**src/common/timer_out_pkg.sv**
```systemverilog
// Operation
// - Grand total accumulates run time separately.
// - Ten second two-button hold clears grand total.
// - Contact closed 1s or 2ms resets timer.
// - Turn-on state sets, turn-off state clears output.
// - Five timer states selectable for on/off.
// - Inverted selection matches any other state.
// - Enable off holds output off, settings kept.
// - Turn-on delay 0 to 32400 seconds.
// - Status indicator follows status output.
// - Control output 1 has independent settings.
// - Output-1 indicator follows control output 1.
// - Control output 1 turn-on delay, 1s steps.
// - Control output 2 identical, independent settings.
// - Three second two-button hold resets timer.
`default_nettype none
package timer_out_pkg;
    // Clock rate and derived cycle counts
    localparam int CLOCK_HZ = 25_000_000;
    localparam int SEC_CYCLES = CLOCK_HZ;
    localparam int SLOW_QUALIFY_MS = 1000;
    localparam int FAST_QUALIFY_MS = 2;
    localparam int SLOW_QUALIFY_CYCLES = CLOCK_HZ / 1000 * SLOW_QUALIFY_MS;
    localparam int FAST_QUALIFY_CYCLES = CLOCK_HZ / 1000 * FAST_QUALIFY_MS;
    localparam int LOCAL_RESET_HOLD_S = 3;
    localparam int GRAND_CLEAR_HOLD_S = 10;
    localparam int LOCAL_RESET_HOLD_CYCLES = CLOCK_HZ * LOCAL_RESET_HOLD_S;
    localparam int GRAND_CLEAR_HOLD_CYCLES = CLOCK_HZ * GRAND_CLEAR_HOLD_S;
    // Longest turn-on delay in seconds
    localparam logic [14:0] DELAY_MAX_S = 15'h7E90;
    // Value of every state register after reset
    localparam logic [14:0] DELAY_RESET = 15'h0000;

    // Timer states reported by the timing core
    typedef enum logic [2:0] {
        reset_state = 3'h0,
        running_state = 3'h1,
        paused_state = 3'h2,
        restart_delay_state = 3'h3,
        complete_state = 3'h4
    } timer_state_t;

    // One trigger selection, invert picks the n states
    typedef struct packed {
        logic invert;
        timer_state_t state;
    } trigger_t;

    // Settings of one switched output
    typedef struct packed {
        logic enable;
        trigger_t on_at;
        trigger_t off_at;
        logic [14:0] delay_s;
    } out_cfg_t;

    // State of one switched output
    typedef struct packed {
        logic active;
        logic pending;
        logic [14:0] remain;
        logic out;
    } switch_state_t;

    // State of the top module
    typedef struct packed {
        logic [1:0] contact_sync;
        logic [1:0] btn_a_sync;
        logic [1:0] btn_b_sync;
        timer_state_t prev_state;
        logic [24:0] sec_cnt;
        logic sec_tick;
        logic [24:0] run_cnt;
        logic [31:0] grand_total;
        logic [24:0] contact_cnt;
        logic [27:0] hold_cnt;
        logic reset_request;
    } top_state_t;
endpackage : timer_out_pkg
`default_nettype wire

```
**src/switched_output.sv**
```systemverilog
`timescale 1ns/10ps
`default_nettype none
module switched_output (
    // Clock and reset
    input wire logic clock,
    input wire logic rst_n,
    // Timing events
    input wire logic sec_tick,
    input wire logic entered,
    input wire timer_out_pkg::timer_state_t state,
    // Settings
    input wire timer_out_pkg::out_cfg_t cfg,
    // Switched output
    output logic out
);
    // Whole state of this output
    timer_out_pkg::switch_state_t st;
    timer_out_pkg::switch_state_t next_st;
    // Trigger matches for the state just entered
    logic on_hit;
    logic off_hit;
    // Delay clamped to its legal top
    logic [14:0] delay;

    // Selection match, inverted selection matches all other states
    assign on_hit = (state == cfg.on_at.state) ^ cfg.on_at.invert;
    assign off_hit = (state == cfg.off_at.state) ^ cfg.off_at.invert;
    assign delay = (cfg.delay_s > timer_out_pkg::DELAY_MAX_S) ?
                   timer_out_pkg::DELAY_MAX_S : cfg.delay_s;

    // Next state of the output
    always_comb
    begin
        next_st = st;
        if (entered && off_hit)
        begin
            // Turn-off wins and drops any pending turn-on
            next_st.active = 1'b0;
            next_st.pending = 1'b0;
        end
        else if (entered && on_hit && !st.active && !st.pending)
        begin
            // Zero delay switches on at once
            if (delay == timer_out_pkg::DELAY_RESET)
            begin
                next_st.active = 1'b1;
            end
            else
            begin
                next_st.pending = 1'b1;
                next_st.remain = delay;
            end
        end
        else if (st.pending && sec_tick)
        begin
            // First step may be short, ticks are free running
            next_st.remain = st.remain - 15'h0001;
            if (st.remain == 15'h0001)
            begin
                next_st.pending = 1'b0;
                next_st.active = 1'b1;
            end
        end
        // Enable gates only the pin, settings and state are kept
        next_st.out = next_st.active & cfg.enable;
    end

    // State register
    always_ff @(posedge clock)
    begin
        if (!rst_n)
            st <= '0;
        else
            st <= next_st;
    end

    assign out = st.out;

    // Disabled output never drives
    property p_disabled_off;
        @(posedge clock) disable iff (!rst_n)
        !cfg.enable |=> !out;
    endproperty
    a_disabled_off: assert property (p_disabled_off)
        else $error("output on while disabled");

    // Turn-off entry cancels and clears
    property p_off_cancels;
        @(posedge clock) disable iff (!rst_n)
        entered && off_hit |=> !out && !st.pending;
    endproperty
    a_off_cancels: assert property (p_off_cancels)
        else $error("turn-off did not cancel output");

    // Zero delay turns on next cycle
    property p_zero_delay_on;
        @(posedge clock) disable iff (!rst_n)
        entered && on_hit && !off_hit && cfg.enable && !st.active && !st.pending
            && cfg.delay_s == 15'h0000 |=> out;
    endproperty
    a_zero_delay_on: assert property (p_zero_delay_on)
        else $error("output not on after zero delay");

    // Non-zero delay holds the output off first
    property p_delay_holds;
        @(posedge clock) disable iff (!rst_n)
        entered && on_hit && !off_hit && !st.active && !st.pending
            && cfg.delay_s != 15'h0000 |=> !st.active && st.pending;
    endproperty
    a_delay_holds: assert property (p_delay_holds)
        else $error("delay skipped");
endmodule : switched_output
`default_nettype wire

```
**src/timer_state_output_control.sv**
```systemverilog
`timescale 1ns/10ps
`default_nettype none
module timer_state_output_control #(
    // Long counts, shortened in simulation
    parameter logic [24:0] SEC_CYCLES = 25'(timer_out_pkg::SEC_CYCLES),
    parameter logic [24:0] SLOW_QUALIFY_CYCLES =
        25'(timer_out_pkg::SLOW_QUALIFY_CYCLES),
    parameter logic [24:0] FAST_QUALIFY_CYCLES =
        25'(timer_out_pkg::FAST_QUALIFY_CYCLES),
    parameter logic [27:0] LOCAL_RESET_HOLD_CYCLES =
        28'(timer_out_pkg::LOCAL_RESET_HOLD_CYCLES),
    parameter logic [27:0] GRAND_CLEAR_HOLD_CYCLES =
        28'(timer_out_pkg::GRAND_CLEAR_HOLD_CYCLES)
) (
    // Clock and reset
    input wire logic clock,
    input wire logic rst_n,

    // Timer state from the timing core
    input wire timer_out_pkg::timer_state_t timer_state,

    // Pins: reset contact and front-panel buttons
    input wire logic reset_contact_closed,
    input wire logic button_a,
    input wire logic button_b,

    // Configuration bits
    input wire logic display_mode,
    input wire logic slow_reset_qualify,
    input wire logic local_reset_enable,
    input wire logic grand_clear_enable,
    input wire logic out1_fitted,
    input wire logic out2_fitted,

    // Output settings
    input wire timer_out_pkg::out_cfg_t status_cfg,
    input wire timer_out_pkg::out_cfg_t out1_cfg,
    input wire timer_out_pkg::out_cfg_t out2_cfg,

    // Switched outputs
    output logic status_output,
    output logic control_out_1,
    output logic control_out_2,

    // Display indicators
    output logic status_indicator,
    output logic out1_indicator,
    output logic out2_indicator,

    // Timer reset request and run-time total
    output logic timer_reset_request,
    output logic [31:0] grand_total
);
    // Whole state of the top module
    timer_out_pkg::top_state_t st;
    timer_out_pkg::top_state_t next_st;

    // Timer has moved to another state this cycle
    logic entered;

    // Both buttons held together in display mode
    logic both_held;

    // Qualification count for the chosen mode
    logic [24:0] qualify_cycles;

    // Settings as seen by the fitted outputs
    timer_out_pkg::out_cfg_t out1_eff;
    timer_out_pkg::out_cfg_t out2_eff;

    // Per-output switched levels
    logic status_level;
    logic out1_level;
    logic out2_level;

    // Entry is a change of the reported state
    assign entered = (timer_state != st.prev_state);

    // Synchronised buttons only, first stages stay untouched
    assign both_held = st.btn_a_sync[1] & st.btn_b_sync[1] & display_mode;

    // Slow mode suits hand buttons, fast mode suits other outputs
    assign qualify_cycles = slow_reset_qualify ? SLOW_QUALIFY_CYCLES
                                               : FAST_QUALIFY_CYCLES;

    // An unfitted output is treated as disabled
    always_comb
    begin
        out1_eff = out1_cfg;
        out1_eff.enable = out1_cfg.enable & out1_fitted;
        out2_eff = out2_cfg;
        out2_eff.enable = out2_cfg.enable & out2_fitted;
    end

    // Next state of reset paths, tick and grand total
    always_comb
    begin
        next_st = st;

        // Two-stage synchronisers on the pins
        next_st.contact_sync = {st.contact_sync[0], reset_contact_closed};
        next_st.btn_a_sync = {st.btn_a_sync[0], button_a};
        next_st.btn_b_sync = {st.btn_b_sync[0], button_b};

        // Remember state for entry detection
        next_st.prev_state = timer_state;

        // Free-running one second tick for the delays
        next_st.sec_tick = 1'b0;
        if (st.sec_cnt == SEC_CYCLES - 25'h0000001)
        begin
            next_st.sec_cnt = 25'h0000000;
            next_st.sec_tick = 1'b1;
        end
        else
        begin
            next_st.sec_cnt = st.sec_cnt + 25'h0000001;
        end

        // Run time counts only while running, so pauses lose nothing
        if (timer_state == timer_out_pkg::running_state)
        begin
            if (st.run_cnt == SEC_CYCLES - 25'h0000001)
            begin
                next_st.run_cnt = 25'h0000000;
                next_st.grand_total = st.grand_total + 32'h00000001;
            end
            else
            begin
                next_st.run_cnt = st.run_cnt + 25'h0000001;
            end
        end

        // Request is a one-cycle pulse
        next_st.reset_request = 1'b0;

        // Contact must stay closed for the whole qualify time
        if (st.contact_sync[1])
        begin
            if (st.contact_cnt < qualify_cycles)
            begin
                next_st.contact_cnt = st.contact_cnt + 25'h0000001;
            end
            if (st.contact_cnt == qualify_cycles - 25'h0000001)
            begin
                next_st.reset_request = 1'b1;
            end
        end
        else
        begin
            // Any opening restarts qualification
            next_st.contact_cnt = 25'h0000000;
        end

        // Button hold timing, saturating past the longest hold
        if (both_held)
        begin
            if (st.hold_cnt <= GRAND_CLEAR_HOLD_CYCLES)
            begin
                next_st.hold_cnt = st.hold_cnt + 28'h0000001;
            end
            // Strictly longer than three seconds
            if (st.hold_cnt == LOCAL_RESET_HOLD_CYCLES && local_reset_enable)
            begin
                next_st.reset_request = 1'b1;
            end
            // Strictly longer than ten seconds, clear beats counting
            if (st.hold_cnt == GRAND_CLEAR_HOLD_CYCLES && grand_clear_enable)
            begin
                next_st.grand_total = 32'h00000000;
                next_st.run_cnt = 25'h0000000;
            end
        end
        else
        begin
            // Releasing either button restarts the hold
            next_st.hold_cnt = 28'h0000000;
        end
    end

    // State register
    always_ff @(posedge clock)
    begin
        if (!rst_n)
            st <= '0;
        else
            st <= next_st;
    end

    // Status output
    switched_output u_status (
        .clock(clock),
        .rst_n(rst_n),
        .sec_tick(st.sec_tick),
        .entered(entered),
        .state(timer_state),
        .cfg(status_cfg),
        .out(status_level)
    );

    // Control output 1, own settings
    switched_output u_out1 (
        .clock(clock),
        .rst_n(rst_n),
        .sec_tick(st.sec_tick),
        .entered(entered),
        .state(timer_state),
        .cfg(out1_eff),
        .out(out1_level)
    );

    // Control output 2, same logic, own settings
    switched_output u_out2 (
        .clock(clock),
        .rst_n(rst_n),
        .sec_tick(st.sec_tick),
        .entered(entered),
        .state(timer_state),
        .cfg(out2_eff),
        .out(out2_level)
    );

    // Outputs straight from registers
    assign status_output = status_level;
    assign control_out_1 = out1_level;
    assign control_out_2 = out2_level;

    // Indicators share the output flops, so they never disagree
    assign status_indicator = status_level;
    assign out1_indicator = out1_level;
    assign out2_indicator = out2_level;

    assign timer_reset_request = st.reset_request;
    assign grand_total = st.grand_total;

    // No contact closure, no contact reset
    property p_contact_needs_closure;
        @(posedge clock) disable iff (!rst_n)
        !local_reset_enable && !st.contact_sync[1] |=> !timer_reset_request;
    endproperty
    a_contact_needs_closure: assert property (p_contact_needs_closure)
        else $error("reset without contact closure");

    // Grand total only steps up while running, or clears
    property p_grand_counts_run;
        @(posedge clock) disable iff (!rst_n)
        $changed(grand_total) |->
            grand_total == 32'h00000000 ||
            (grand_total == $past(grand_total) + 32'h00000001 &&
             $past(timer_state) == timer_out_pkg::running_state);
    endproperty
    a_grand_counts_run: assert property (p_grand_counts_run)
        else $error("grand total moved wrongly");

    // No clear while the grand clear is off
    property p_grand_keep;
        @(posedge clock) disable iff (!rst_n)
        !grand_clear_enable && grand_total != 32'h00000000
            |=> grand_total != 32'h00000000;
    endproperty
    a_grand_keep: assert property (p_grand_keep)
        else $error("grand total cleared while disabled");

    // Status and output-1 indicators match their outputs
    property p_indicators_follow;
        @(posedge clock) disable iff (!rst_n)
        status_indicator == status_output && out1_indicator == control_out_1;
    endproperty
    a_indicators_follow: assert property (p_indicators_follow)
        else $error("indicator differs from output");

    // Three second hold with local reset on must request a reset
    property p_local_reset_fires;
        @(posedge clock) disable iff (!rst_n)
        both_held && st.hold_cnt == LOCAL_RESET_HOLD_CYCLES && local_reset_enable
            |=> timer_reset_request;
    endproperty
    a_local_reset_fires: assert property (p_local_reset_fires)
        else $error("button hold did not reset the timer");

    // Ten second hold with clear on must zero the total
    property p_grand_clear_fires;
        @(posedge clock) disable iff (!rst_n)
        both_held && st.hold_cnt == GRAND_CLEAR_HOLD_CYCLES && grand_clear_enable
            |=> grand_total == 32'h00000000;
    endproperty
    a_grand_clear_fires: assert property (p_grand_clear_fires)
        else $error("button hold did not clear the total");

    // Delay tick is a single-cycle enable, never a level
    property p_tick_single;
        @(posedge clock) disable iff (!rst_n)
        st.sec_tick |=> !st.sec_tick;
    endproperty
    a_tick_single: assert property (p_tick_single)
        else $error("second tick longer than one cycle");

    // An open contact throws away any partial qualification
    property p_open_restarts;
        @(posedge clock) disable iff (!rst_n)
        !st.contact_sync[1] |=> st.contact_cnt == 25'h0000000;
    endproperty
    a_open_restarts: assert property (p_open_restarts)
        else $error("contact count kept across an opening");
endmodule : timer_state_output_control
`default_nettype wire

```
**config.mk**
```make
export PLATFORM = sky130hd
export DESIGN_NAME = timer_state_output_control
export DESIGN_NICKNAME = d
export VERILOG_FILES = /design/src/common/timer_out_pkg.sv /design/src/switched_output.sv /design/src/timer_state_output_control.sv
export SDC_FILE = /design/constraint.sdc
export NUM_CORES = 1
export LEC_CHECK = 0
export BUFFER_PORTS_ARGS = -buffer_cell sky130_fd_sc_hd__buf_2
export CAP_MARGIN = 5
export CORE_MARGIN = 1
export CORE_UTILIZATION = 33
export CTS_BUF_LIST = sky130_fd_sc_hd__clkbuf_4 sky130_fd_sc_hd__clkbuf_8 sky130_fd_sc_hd__clkbuf_16
export DETAILED_ROUTE_END_ITERATION = 8
export SLEW_MARGIN = 0
export SYNTH_ARGS = -nofsm -noshare
export SYNTH_HDL_FRONTEND = slang
export SYNTH_HIERARCHICAL = 1
export SYNTH_SLANG_ARGS = --single-unit
```
**constraint.sdc**
```tcl
create_clock -name clock -period 3.15 [get_ports clock]
set_input_delay 0.4725 -clock clock [delete_from_list [all_inputs] [get_ports clock]]
set_output_delay 0.4725 -clock clock [all_outputs]
set_load 0.02 [all_outputs]
```
==> impl_results.md <==
* Post-synth top area share at 35.4%
* Ys Warns at 6
* Leakage at 0.00466 uW
* Clock Path Buffers at 2
* Die Y-Extent at 187 um
* Area grow syn2layout at 12.5%
* Die span in x at 187 um
* Cells after Synth at 1388
* H-tree Lvls at 4
* Post-Syn Area at 11300 um^2
* Synth Register Bits at 200
* Quantity of I/O buffers inserted on ports at 124
* Pin count of the biggest net entering global routing at 34
* Tmin final at 2.72 ns
* Syn_nets at 1500
* Starting density of the core at 33.7%
* Post-cts sizing count at 0
* Crit end category: flip-flop
* Vias per cell at 5.39
* Post-synth top cells: dfxtp_1, nor2_1, nand2_1
* Sequential-to-total area share from yosys stat at 35.4%
* Fin. Hold Viols at 0
* CTS sink cnt at 200
* Clock insertion delay at the later pin of the skew report at 0.45 ns
* Global-route wire length before repair at 48.0 mm
* Slowest stage delay, CP at 0.47 ns
* Vias at 10405
* Peak VDD IR at 350 uV
* Startpoint type of the worst setup path: flip-flop
* First-pass DRT Iterations at 5
* Top-count cell post-synth: dfxtp_1
* WHS Path Cells at 2
* DR iter-0 viols at 690
* Tot Pwr at 5790 uW
* Fmax at 368 MHz
* Gr ovfl total at 0
* Final GP Congestion at 0.885
* GRT Overall Usage at 16.5%
* Min-delay worst type: in2reg
* Final hold slack at 0.222 ns
* Crit-path slowest cell: a211o_1
* WL/cell at 14.9 um
* Root Buffer: clkbuf_16
* Vias in the first global route at 9572
* CTS hold repair buffers at 0
* Num rows at 67
* Main synth FF type: dfxtp_1
* Final #Nets at 1579
* CP required at 3.50 ns
* Max-cap viol count at 0
* Ports at 125
* Final HPWL DP at 21.1 mm
* Post-CTS setup buffers at 0
* Most frequent CP cell: a211o_1
* Remaining DRCs at 0
* Core area at 33600 um^2
* Skew final at 0.0161 ns
* Initial antenna violation count at 5
* Crit path depth at 7
* Crit path kind: reg2reg
* Unrepaired setup endpoints after global routing: no
* Power Density at 454 nW/um^2
* Largest fanout on the critical path at 23
* Library cells used by synthesis at 69
* Synth Area per Inst at 8.16 um^2
* Slew HR at 37.9%
* CP bufs+invs at 1
* Status: finished, final reports clean
* EDFF count, synth at 0
* Async S/R FF share, synth at 0%
* ANT nets after route at 0
* Top cells by area, synth: dfxtp_1, xor2_1, nor2_1, a21oi_1, nand2_1
* Crit-path leading delay family: compound AO/OA/AOI/OAI gates
* Clock transition at the registers of the reported paths at 0.08 ns
* Die ar. at 35100 um^2
* WP data arrival at 3.07 ns
* Finish-stage setup viols at 0
* Reg2Reg Depth at 7
* Share of cells above drive strength 1 at 14.3%
* Cell taking the most area after synthesis: dfxtp_1
* Slew @ Worst Pin at 0.908 ns
* CTS Buf Count at 17
* Final Slew Violations at 0
* Tcrit/Tclk final at 86.4%
* Setup TNS at 0 ns
* CTS tree: done
* Final wirelength at 28.8 mm
* Critical path, cell by cell: ha_1 -> a211o_1 -> a221o_1 -> a211o_1 -> buf_4 -> or3_1 -> a21oi_1
power by group:
group / leakage, uW / internal, uW / switching (uW) / total [uW]
Clock: 0.000298 / 1100 / 1160 / 2260
Sequential: 0.00162 / 2600 / 89.7 / 2690
Combinational: 0.00274 / 335 / 502 / 837
Total: 0.00466 / 4040 / 1750 / 5790
routing by layer:
metal | GRT usage, % | up-vias | wire length (um)
li1 | - | 5185 | -
met1 | 22.5 | 4901 | 13800
met2 | 26.1 | 283 | 13000
met3 | 3.73 | 28 | 1530
met4 | 4.57 | 8 | 398
met5 | 0 | - | 45
worst reg2reg max path: cells and delay by family (launching register included):
family / cells / cell delay [ns]
AO/OA/AOI/OAI: 4 / 1.32
flip-flops: 1 / 0.43
AND/OR/NAND/NOR: 1 / 0.34
adder cells (fa/ha/maj): 1 / 0.28
buffers and inverters: 1 / 0.27
per-stage QoR:
stage / util (%) / setup WS, ns / area (um^2) / cells
finish: 37.9 / 0.429 / 12700 / 1931
global route: 37.9 / 0.272 / 12700 / 1929
CTS: 37.9 / 0.426 / 12700 / 1928
detailed placement: 36.1 / 0.0234 / 12100 / 1896
global placement: 36.1 / 0.111 / 12100 / 1896
floorplan: - / 0.420 / 11300 / 1388
state kept, by name, indices dropped and copies added (netlist names):
| register | count |
|---|---|
| u_out1/out | 1 |
| u_status/out | 1 |
| u_status/st | 17 |
| u_out1/st | 17 |
| timer_reset_request | 1 |
| u_out2/out | 1 |
| st | 110 |
| u_out2/st | 17 |
| grand_total | 32 |
| next_st | 3 |
worst paths after layout:
path	startpoint	to	slack [ns]
setup / recovery	st[51]	st[39]	0.43
hold / removal	status_cfg[23]	u_status/out	0.22
hold reg to reg	next_st[141]	st[141]	0.44
setup reg to reg	st[51]	st[39]	0.43
final cells by class:
class                           instances  area [um^2]
Timing Repair Buffer                  149          808
Multi-Input combinational cell       1067         6630
Inverter                               32          120
Clock inverter                         14          170
Tap cell                              448          561
Sequential cell                       200         4000
Fill cell                            3480        20900
Clock buffer                           18          439
Antenna cell                            3         7.51
placed cells by master (no fill, tap or decap), drive strengths merged, types with 17 or more instances in the layout:
cell,count
a221oi,24
and2,28
dfxtp,200
xor2,79
o21ai,76
buf,149
xnor2,36
nor2,151
clkbuf,18
nand4,40
inv,37
nor3,55
nor4,44
or4,24
o31ai,17
or3,36
nand3,62
ha,26
a21oi,89
nand2,112
logic make-up (layout without fill, tap and decap cells):
| group | count (synthesis) | count (layout) | share of synthesized area, % |
|---|---|---|---|
| DFF | 200 | 200 | 35.4 |
| xor gates and xnor gates | 115 | 115 | 8.90 |
| buffers and inverters | 121 | 213 | 6.08 |
| muxes | 8 | 8 | 0.740 |
| AOI/OAI and AO/OA | 284 | 284 | 16.6 |
| and+or+nand+nor | 634 | 634 | 29.5 |
| other | 0 | 3 | 0 |
| adders and majority gates | 26 | 26 | 2.87 |
(Power assumes the default switching activity.)
